==> src/ccm_pkg.sv <==
// constants and types shared by the capture/compare array
`default_nettype none
package ccm_pkg;
  // ----------------------------------------------------------------
  // sizes
  // ----------------------------------------------------------------
  localparam int unsigned NUM_CH  = 16;
  localparam int unsigned NUM_TB  = 2;
  localparam int unsigned TB_W    = 16;
  localparam int unsigned PRESC_W = 3;
  localparam int unsigned DIV_W   = 8;
  localparam int unsigned HALF_CH = 8;

  // ----------------------------------------------------------------
  // timing and reset values
  // ----------------------------------------------------------------
  localparam logic [2:0]      STAG_LAST   = 3'h7;
  localparam logic [TB_W-1:0] TB_MAX      = 16'hFFFF;
  localparam logic [TB_W-1:0] TB_RESET    = 16'h0000;
  localparam logic [TB_W-1:0] RELOAD_RST  = 16'h0000;
  localparam logic [TB_W-1:0] CH_RESET    = 16'h0000;

  // ----------------------------------------------------------------
  // field positions of the capture edge select
  // ----------------------------------------------------------------
  localparam int unsigned EDGE_RISE_POS = 0;
  localparam int unsigned EDGE_FALL_POS = 1;

  // ----------------------------------------------------------------
  // types
  // ----------------------------------------------------------------
  typedef enum logic [2:0] {
    CCM_OFF, CCM_CAPTURE, CCM_CMP0, CCM_CMP1, CCM_CMP2, CCM_CMP3
  } ccm_mode_t;

  typedef enum logic [1:0] {
    CCM_CLK_PRESC, CCM_CLK_GPT, CCM_CLK_EXT
  } ccm_clk_t;

  // last prescaler count for a divide by 2**presc
  function automatic logic [DIV_W-1:0] presc_last(input logic [PRESC_W-1:0] presc);
    presc_last = DIV_W'((9'h001 << presc) - 9'h001);
  endfunction

  function automatic logic is_compare(input ccm_mode_t m);
    is_compare = (m == CCM_CMP0) || (m == CCM_CMP1) || (m == CCM_CMP2) || (m == CCM_CMP3);
  endfunction
endpackage
`default_nettype wire

==> src/ccm_time_base.sv <==
// one 16-bit time base with prescaler and reload register
`default_nettype none
module ccm_time_base (
  input  wire logic                        i_clk_sys,     // system clock
  input  wire logic                        i_rst_n,       // synchronised reset
  input  wire logic                        i_run,         // count enable
  input  wire logic [1:0]                  i_clk_sel,     // clock source
  input  wire logic [ccm_pkg::PRESC_W-1:0] i_presc,       // divide by 2**n
  input  wire logic                        i_stag_on,     // staggered operation
  input  wire logic                        i_stag_en,     // one pulse per 8 cycles
  input  wire logic                        i_gpt_ovf,     // general timer over/underflow
  input  wire logic                        i_ext_cnt,     // external count level
  input  wire logic                        i_reload_wr,   // reload register write
  input  wire logic [ccm_pkg::TB_W-1:0]    i_reload_data, // reload value
  output logic      [ccm_pkg::TB_W-1:0]    o_count,       // timer value
  output logic                             o_step,        // count changed last edge
  output logic                             o_ovf          // overflow happened last edge
);
  logic [ccm_pkg::DIV_W-1:0] div_reg;
  logic                      ext_prev_reg;
  logic [ccm_pkg::TB_W-1:0]  reload_reg;
  logic                      base_en;
  logic                      presc_tick;
  logic                      tick;

  // ----------------------------------------------------------------
  // clock source
  // ----------------------------------------------------------------
  // stagger slows prescaled ticks
  assign base_en    = i_stag_on ? i_stag_en : 1'b1;
  assign presc_tick = base_en && (div_reg == ccm_pkg::presc_last(i_presc));

  always_comb begin
    unique case (ccm_pkg::ccm_clk_t'(i_clk_sel))
      ccm_pkg::CCM_CLK_PRESC: tick = i_run && presc_tick;
      ccm_pkg::CCM_CLK_GPT:   tick = i_run && i_gpt_ovf;
      ccm_pkg::CCM_CLK_EXT:   tick = i_run && i_ext_cnt && !ext_prev_reg;
      default:                tick = 1'b0;
    endcase
  end

  always_ff @(posedge i_clk_sys or negedge i_rst_n) begin
    if (!i_rst_n) begin
      div_reg      <= '0;
      ext_prev_reg <= 1'b0;
    end else begin
      ext_prev_reg <= i_ext_cnt;
      if (!i_run) begin
        div_reg <= '0;
      end else if (base_en) begin
        div_reg <= presc_tick ? '0 : div_reg + 1'b1;
      end
    end
  end

  // ----------------------------------------------------------------
  // counter and reload
  // ----------------------------------------------------------------
  always_ff @(posedge i_clk_sys or negedge i_rst_n) begin
    if (!i_rst_n) begin
      reload_reg <= ccm_pkg::RELOAD_RST;
    end else if (i_reload_wr) begin
      reload_reg <= i_reload_data;
    end
  end

  always_ff @(posedge i_clk_sys or negedge i_rst_n) begin
    if (!i_rst_n) begin
      o_count <= ccm_pkg::TB_RESET;
      o_step  <= 1'b0;
      o_ovf   <= 1'b0;
    end else begin
      o_step <= tick;
      o_ovf  <= tick && (o_count == ccm_pkg::TB_MAX);
      if (tick) begin
        o_count <= (o_count == ccm_pkg::TB_MAX) ? reload_reg : o_count + 1'b1;
      end
    end
  end
endmodule
`default_nettype wire

==> src/ccm_capture_compare.sv <==
// sixteen channel capture/compare array with two time bases
// ----------------------------------------------------------------
// Overview of operation
// - sixteen capture/compare channels generate and time signal sequences
// - resolution one clock, eight clocks when staggered operation is on
// - two independent 16-bit time bases, each with a reload register
// - time bases count prescaled clock or general timer overflow events
// - time base a can also count external count input edges
// - each channel picks a time base and capture or compare function
// - one pin per channel: capture trigger input or compare output
// - capture latches the assigned time base value into the channel
// - each capture raises that channel's interrupt request
// - capture edge per channel: rising, falling or both
// - compare channels match register against time base and act
// - mode 0: interrupt only, pin untouched, many per period
// - mode 1: pin toggles on every match, many per period
// - mode 2: interrupt only, at most one per period
// - mode 3: match sets pin, overflow clears it, once per period
// - double register mode: two registers toggle one shared pin
// - single event option gives only one edge or pulse
// ----------------------------------------------------------------
`default_nettype none
module ccm_capture_compare (
  input  wire logic                          i_clk_sys,      // 125 MHz system clock
  input  wire logic                          i_nrst,         // async reset, active low
  input  wire logic [1:0]                    i_tb_run,       // time base count enables
  input  wire logic [1:0][1:0]               i_tb_clk_sel,   // clock source per base
  input  wire logic [1:0][2:0]               i_tb_presc,     // prescaler per base
  input  wire logic                          i_stag_on,      // staggered operation
  input  wire logic                          i_gpt_ovf,      // general timer ovf pulse
  input  wire logic                          i_ext_cnt,      // external count, base a
  input  wire logic [1:0]                    i_reload_wr,    // reload write strobes
  input  wire logic [15:0]                   i_reload_data,  // reload write data
  input  wire logic [15:0][2:0]              i_ch_mode,      // channel mode
  input  wire logic [15:0]                   i_ch_sel_b,     // 1: time base b
  input  wire logic [15:0][1:0]              i_ch_edge,      // capture edge select
  input  wire logic [15:0]                   i_ch_single,    // single event option
  input  wire logic [7:0]                    i_dbl_en,       // pair n with n+8
  input  wire logic                          i_ch_wr,        // channel register write
  input  wire logic [3:0]                    i_ch_wr_idx,    // channel to write
  input  wire logic [15:0]                   i_ch_wr_data,   // value to write
  input  wire logic [15:0]                   i_ch_pin,       // pin levels
  output logic      [15:0]                   o_ch_pin,       // pin drive levels
  output logic      [15:0]                   o_ch_pin_oe_n,  // low: pin driven
  output logic      [15:0]                   o_ch_irq,       // channel irq pulses
  output logic      [15:0][15:0]             o_ch_value,     // channel registers
  output logic      [1:0][15:0]              o_tb_count,     // time base values
  output logic      [1:0]                    o_tb_ovf        // time base ovf pulses
);
  // ----------------------------------------------------------------
  // reset synchroniser and stagger divider
  // ----------------------------------------------------------------
  logic       rst_meta_reg;
  logic       rst_n_reg;
  logic [2:0] stag_cnt_reg;
  logic       stag_en_reg;

  always_ff @(posedge i_clk_sys or negedge i_nrst) begin
    if (!i_nrst) begin
      rst_meta_reg <= 1'b0;
      rst_n_reg    <= 1'b0;
    end else begin
      rst_meta_reg <= 1'b1;
      rst_n_reg    <= rst_meta_reg;
    end
  end

  always_ff @(posedge i_clk_sys or negedge rst_n_reg) begin
    if (!rst_n_reg) begin
      stag_cnt_reg <= '0;
      stag_en_reg  <= 1'b0;
    end else begin
      stag_cnt_reg <= stag_cnt_reg + 1'b1;
      stag_en_reg  <= (stag_cnt_reg == ccm_pkg::STAG_LAST);
    end
  end

  // ----------------------------------------------------------------
  // time bases
  // ----------------------------------------------------------------
  logic [1:0] tb_step;
  logic [1:0] ext_in;

  // only base a sees the count input
  assign ext_in = {1'b0, i_ext_cnt};

  for (genvar t = 0; t < ccm_pkg::NUM_TB; t++) begin : gen_tb
    ccm_time_base u_tb (
      .i_clk_sys     (i_clk_sys),
      .i_rst_n       (rst_n_reg),
      .i_run         (i_tb_run[t]),
      .i_clk_sel     (i_tb_clk_sel[t]),
      .i_presc       (i_tb_presc[t]),
      .i_stag_on     (i_stag_on),
      .i_stag_en     (stag_en_reg),
      .i_gpt_ovf     (i_gpt_ovf),
      .i_ext_cnt     (ext_in[t]),
      .i_reload_wr   (i_reload_wr[t]),
      .i_reload_data (i_reload_data),
      .o_count       (o_tb_count[t]),
      .o_step        (tb_step[t]),
      .o_ovf         (o_tb_ovf[t])
    );
  end

  // ----------------------------------------------------------------
  // per channel decode
  // ----------------------------------------------------------------
  // sixteen channel registers
  logic [15:0][15:0] ch_value_reg;
  logic [15:0]       pin_prev_reg;
  logic [15:0]       period_done_reg;
  logic [15:0]       single_done_reg;
  logic [15:0]       cap_evt;
  logic [15:0]       match;
  logic [15:0]       ovf_sel;
  logic [15:0]       one_per;
  logic [15:0]       fire;
  logic [15:0]       pin_next;
  logic [15:0]       oe_n_next;

  assign o_ch_value = ch_value_reg;

  always_comb begin
    for (int i = 0; i < ccm_pkg::NUM_CH; i++) begin
      ccm_pkg::ccm_mode_t m;
      logic               s;
      logic               rise;
      logic               fall;
      m    = ccm_pkg::ccm_mode_t'(i_ch_mode[i]);
      s    = i_ch_sel_b[i];
      rise = i_ch_pin[i] && !pin_prev_reg[i];
      fall = !i_ch_pin[i] && pin_prev_reg[i];
      cap_evt[i] = (m == ccm_pkg::CCM_CAPTURE) &&
                   ((rise && i_ch_edge[i][ccm_pkg::EDGE_RISE_POS]) ||
                    (fall && i_ch_edge[i][ccm_pkg::EDGE_FALL_POS]));
      ovf_sel[i] = o_tb_ovf[s];
      one_per[i] = (m == ccm_pkg::CCM_CMP2) || (m == ccm_pkg::CCM_CMP3);
      // compare on each new time base value
      match[i]   = ccm_pkg::is_compare(m) && tb_step[s] &&
                   (o_tb_count[s] == ch_value_reg[i]) &&
                   !(i_ch_single[i] && single_done_reg[i]) &&
                   !(one_per[i] && period_done_reg[i]);
    end
  end

  // ----------------------------------------------------------------
  // pin actions
  // ----------------------------------------------------------------
  always_comb begin
    for (int i = 0; i < ccm_pkg::NUM_CH; i++) begin
      ccm_pkg::ccm_mode_t m;
      logic               paired_lo;
      logic               paired_hi;
      m         = ccm_pkg::ccm_mode_t'(i_ch_mode[i]);
      paired_lo = (i < ccm_pkg::HALF_CH) && i_dbl_en[i % ccm_pkg::HALF_CH];
      paired_hi = (i >= ccm_pkg::HALF_CH) && i_dbl_en[i % ccm_pkg::HALF_CH];
      pin_next[i]  = o_ch_pin[i];
      oe_n_next[i] = 1'b1;
      fire[i]      = match[i];
      if (paired_lo) begin
        // either register toggles the low pin
        // modulo only keeps the static index in range
        fire[i]      = match[i] || match[(i + ccm_pkg::HALF_CH) % ccm_pkg::NUM_CH];
        oe_n_next[i] = 1'b0;
        if (fire[i]) begin
          pin_next[i] = !o_ch_pin[i];
        end
      end else if (paired_hi) begin
        // pin of upper partner stays free in double mode
        oe_n_next[i] = 1'b1;
      end else if (m == ccm_pkg::CCM_CMP1) begin
        oe_n_next[i] = 1'b0;
        if (match[i]) begin
          pin_next[i] = !o_ch_pin[i];
        end
      end else if (m == ccm_pkg::CCM_CMP3) begin
        oe_n_next[i] = 1'b0;
        // set on match, overflow clears; set wins
        if (match[i]) begin
          pin_next[i] = 1'b1;
        end else if (ovf_sel[i]) begin
          pin_next[i] = 1'b0;
        end
      end
    end
  end

  // ----------------------------------------------------------------
  // channel registers
  // ----------------------------------------------------------------
  always_ff @(posedge i_clk_sys or negedge rst_n_reg) begin
    if (!rst_n_reg) begin
      ch_value_reg <= {ccm_pkg::NUM_CH{ccm_pkg::CH_RESET}};
      pin_prev_reg <= '0;
    end else begin
      pin_prev_reg <= i_ch_pin;
      for (int i = 0; i < ccm_pkg::NUM_CH; i++) begin
        if (cap_evt[i]) begin
          ch_value_reg[i] <= o_tb_count[i_ch_sel_b[i]];
        end else if (i_ch_wr && (i_ch_wr_idx == 4'(i))) begin
          ch_value_reg[i] <= i_ch_wr_data;
        end
      end
    end
  end

  // ----------------------------------------------------------------
  // period and single event tracking
  // ----------------------------------------------------------------
  always_ff @(posedge i_clk_sys or negedge rst_n_reg) begin
    if (!rst_n_reg) begin
      period_done_reg <= '0;
    end else begin
      for (int i = 0; i < ccm_pkg::NUM_CH; i++) begin
        // one event per period; a match in the ovf cycle keeps it
        if (match[i] && one_per[i]) begin
          period_done_reg[i] <= 1'b1;
        end else if (ovf_sel[i]) begin
          period_done_reg[i] <= 1'b0;
        end
      end
    end
  end

  always_ff @(posedge i_clk_sys or negedge rst_n_reg) begin
    if (!rst_n_reg) begin
      single_done_reg <= '0;
    end else begin
      for (int i = 0; i < ccm_pkg::NUM_CH; i++) begin
        // mode 3 ends its pulse on overflow, others on the match
        if (ccm_pkg::ccm_mode_t'(i_ch_mode[i]) == ccm_pkg::CCM_CMP3 ?
            (ovf_sel[i] && o_ch_pin[i] && !match[i]) : match[i]) begin
          single_done_reg[i] <= 1'b1;
        end else if (!i_ch_single[i] ||
                     (i_ch_wr && (i_ch_wr_idx == 4'(i)))) begin
          // rearmed by clearing the option or rewriting the register
          single_done_reg[i] <= 1'b0;
        end
      end
    end
  end

  // ----------------------------------------------------------------
  // outputs
  // ----------------------------------------------------------------
  always_ff @(posedge i_clk_sys or negedge rst_n_reg) begin
    if (!rst_n_reg) begin
      o_ch_pin      <= '0;
      o_ch_pin_oe_n <= '1;
      o_ch_irq      <= '0;
    end else begin
      o_ch_pin      <= pin_next;
      o_ch_pin_oe_n <= oe_n_next;
      o_ch_irq      <= cap_evt | match;
    end
  end

  for (genvar g = 0; g < ccm_pkg::NUM_CH; g++) begin : gen_chk

    if (g < 8) begin : gen_dbl

    end
  end
endmodule
`default_nettype wire

==> config.mk <==
export PLATFORM = sky130hd
export DESIGN_NAME = ccm_capture_compare
export DESIGN_NICKNAME = d
export VERILOG_FILES = /design/src/ccm_pkg.sv /design/src/ccm_time_base.sv /design/src/ccm_capture_compare.sv
export SDC_FILE = /design/constraint.sdc
export NUM_CORES = 1
export LEC_CHECK = 0
export BUFFER_PORTS_ARGS = -buffer_cell sky130_fd_sc_hd__buf_2
export CAP_MARGIN = 25
export CORE_ASPECT_RATIO = 1.5
export CORE_MARGIN = 3
export CORE_UTILIZATION = 55
export CTS_CLUSTER_SIZE = 8
export DETAILED_ROUTE_END_ITERATION = 6
export PLACE_DENSITY_LB_ADDON = 0.1
export SETUP_SLACK_MARGIN = 0.4
export SKIP_CTS_REPAIR_TIMING = 1
export SLEW_MARGIN = 30
export SYNTH_ARGS = -nofsm -noshare
export SYNTH_HDL_FRONTEND = slang
export SYNTH_SLANG_ARGS = --single-unit
==> constraint.sdc <==
create_clock -name i_clk_sys -period 38.2 [get_ports i_clk_sys]
set_clock_uncertainty 0.05 [all_clocks]
set_input_delay 1.91 -clock i_clk_sys [delete_from_list [all_inputs] [get_ports i_clk_sys]]
set_output_delay 1.91 -clock i_clk_sys [all_outputs]
set_load 0.01 [all_outputs]
==> results.cfg <==
[finish]
syn2layout_area_growth_pct = 15.59
nNetsFinal = 3559
largest_reg_flops = 256
drive_gt1_frac = 0.2615

[clocking]
cts_buffers = 61
cts_tree = done
htreeDepth = 2
cts-root-buf = clkbuf_16
clock_latency_ns = 0.63
cts_num_sinks = 443
clk_path_buf_depth = 3
cts.reportedPaths.clkPinSlew_ns = 0.05

[global_route]
grt-ovfl-total = 0
antenna_found_initial = 7
grtUsageTotal = 0.3914
grt_pass1_vias = 25720
grt_max_degree = 163
grt_pass1_wl_um = 160700

[timing]
rsz0062_at_grt = false
min_period_over_period = 0.1129
period_minus_slack_ns = 4.314
report.final.hold_viol_count = 0
worst_pin_slew_ns = 0.9767
setup_viol = 0
hold_ws_ns = 0.2181
drv_slew = 0
setup_slack_ns = 33.89
timing.fmax_mhz = 231.8
relSlewSlack = 0.3489
tns_ns = 0

[pwr]
seq_power_share = 0.370
p_int_mw = 1.124
power.share.clock = 0.283
powerDensity_mw_per_mm2 = 54.78
power.leakage_nw = 14.90
peakVddDrop_v = 0.00003601
p_comb_frac = 0.347
power_switching_uw = 682.9
power.total_mw = 1.807
p_sw_frac = 0.3779

[floorplan]
rows = 101
io_pins = 530
die_w_um = 192.0
core_area_mm2 = 0.05093
die_area_mm2 = 0.05471
start_util = 0.5603
die_height_um = 285.0

[yosys]
synth_top_area_frac = 0.3744
yosysMostFrequentCell = dfrtp_1
syn_area_mm2 = 0.02854
ys_async_sr_fraction = 1.000
syn-num-nets = 3162
ys_types = 87
synth_area_leaders = dfrtp_1 37%, mux2i_1 9.7%, xnor2_1 6.8%
synth_edf_count = 0
yosys_register_bits = 443
avgSynthCellArea_um2 = 9.634
yosysWarnings = 0
netlist_top_cells_count = 427 x dfrtp_1, 314 x a21oi_1, 276 x mux2i_1
ys.flop_type = dfrtp_1
yosys.area.top_type = dfrtp_1
postSynthCellCount = 2962
ys_seq_area_frac = 0.3892

[worst_hold_path]
holdCritPathClass = reg -> async

[outcome]
status = finished with violations
violations = DRC

[detailed_routing]
wire_per_inst_um = 27.32
drt-met1-wl_um = 39090
wl_met2_um = 50940
dr.first_iter.drc_count = 2103
via_count = 26190
drt_first_pass_iters = 7
routed.top_layer = met5
wirelength_um = 111400
vias_per_cell = 6.425
wl_met3_um = 11710
detail-route-antenna-nets = 0
drcViolationCount = 11

[setup_path]
cp-end-kind = register
r2r_setup_slack_ns = 34.76
cp-start-kind = input port
critical_path_required_ns = 38.65
criticalPathCategory = in -> reg
crit_path_max_fanout = 33
cp.arrival_ns = 4.77

[job]
drv_cap = 0

[place]
place_congestion = 0.9423
dp_hpwl_um = 74090
io_buffers = 529
dp_worst_setup_slack_ns = 33.27
## layout make-up
cell class / count / area (um2)
repair buffers: 587 / 3152
clock inverters: 3 / 25.02
fillers: 4354 / 17940
diodes: 3 / 7.507
multi-input cells: 2225 / 16000
flip-flops and latches: 443 / 11110
well taps: 669 / 837.1
inverters: 41 / 156.4
clock buffers: 105 / 1692
## final timing paths
| kind | start | to | cells after the start |
|---|---|---|---|
| hold / removal | rst_n_reg$_DFF_PN0_ | gen_tb[0].u_tb.reload_reg[10]$_DFFE_PN0P_ | 0 |
| setup reg to reg | gen_tb[0].u_tb.o_count[3]$_DFFE_PN0P_ | gen_tb[0].u_tb.o_count[7]$_DFFE_PN0P_ | 8 |
| min in group i_clk_sys | rst_meta_reg$_DFF_PN0_ | rst_n_reg$_DFF_PN0_ | 0 |
| max in group asynchronous | rst_n_reg$_DFF_PN0_ | pin_prev_reg[5]$_DFF_PN0_ | 4 |
| hold reg to reg | rst_n_reg$_DFF_PN0_ | gen_tb[0].u_tb.reload_reg[10]$_DFFE_PN0P_ | 0 |
| setup / recovery | i_tb_presc[4] | gen_tb[1].u_tb.o_count[14]$_DFFE_PN0P_ | 10 |
## placed cells by master, fill, tap and decap left out, types with 61 or more instances in the layout
cell type	Yosys	routed
a211oi_1	174	174
a21oi_1	314	314
buf_2	57	529
clkbuf_16	0	61
dfrtp_1	427	424
mux2_2	142	142
mux2i_1	276	276
nand2_1	146	146
nor2_1	160	151
nor2b_1	183	183
o21ai_0	63	63
xnor2_1	220	220
## power by group through the flow
stage | Sequential [mW] | Clock [mW] | Combinational (mW)
global placement | 0.667 | 0 | 0.600
floorplan | 0.682 | 0 | 0.355
finish | 0.669 | 0.512 | 0.627
global route | 0.677 | 0.534 | 0.670
CTS | 0.665 | 0.514 | 0.620
detailed placement | 0.671 | 0 | 0.615
## layer usage
layer,vias up,track usage
li1,11420,-
met1,12800,0.4623
met2,1496,0.6226
met3,468,0.1013
met4,8,0.2648
met5,-,0
## critical path, cell delays in order
cell,delay [ns]
buf_2,0.17
or3_1,0.38
ha_1,0.26
xnor2_1,0.25
a22oi_1,0.14
a32o_1,0.23
nor4_2,0.26
a41o_2,0.62
nand4_1,0.20
mux2_1,0.34
## per-stage QoR
step,instance area (um2),std cells,utilization
final,32990,4076,0.6477
after global routing,32980,4074,0.6476
after CTS,32930,4071,0.6466
after detailed placement,31210,3963,0.6129
after global placement,31160,3962,0.6119
after floorplan,28540,2962,-
## cells by family after synthesis
group / after synthesis / share of synthesized area
AOI/OAI and AO/OA: 680 / 0.1492
and+or+nand+nor: 846 / 0.1652
buffers and inverters: 294 / 0.05568
muxes: 423 / 0.1552
xor gates and xnor gates: 267 / 0.08195
DFF: 443 / 0.3892
adders and majority gates: 8 / 0.003508
other: 1 / 0.0001314
Note: power is estimated with default switching activity, not from simulation.
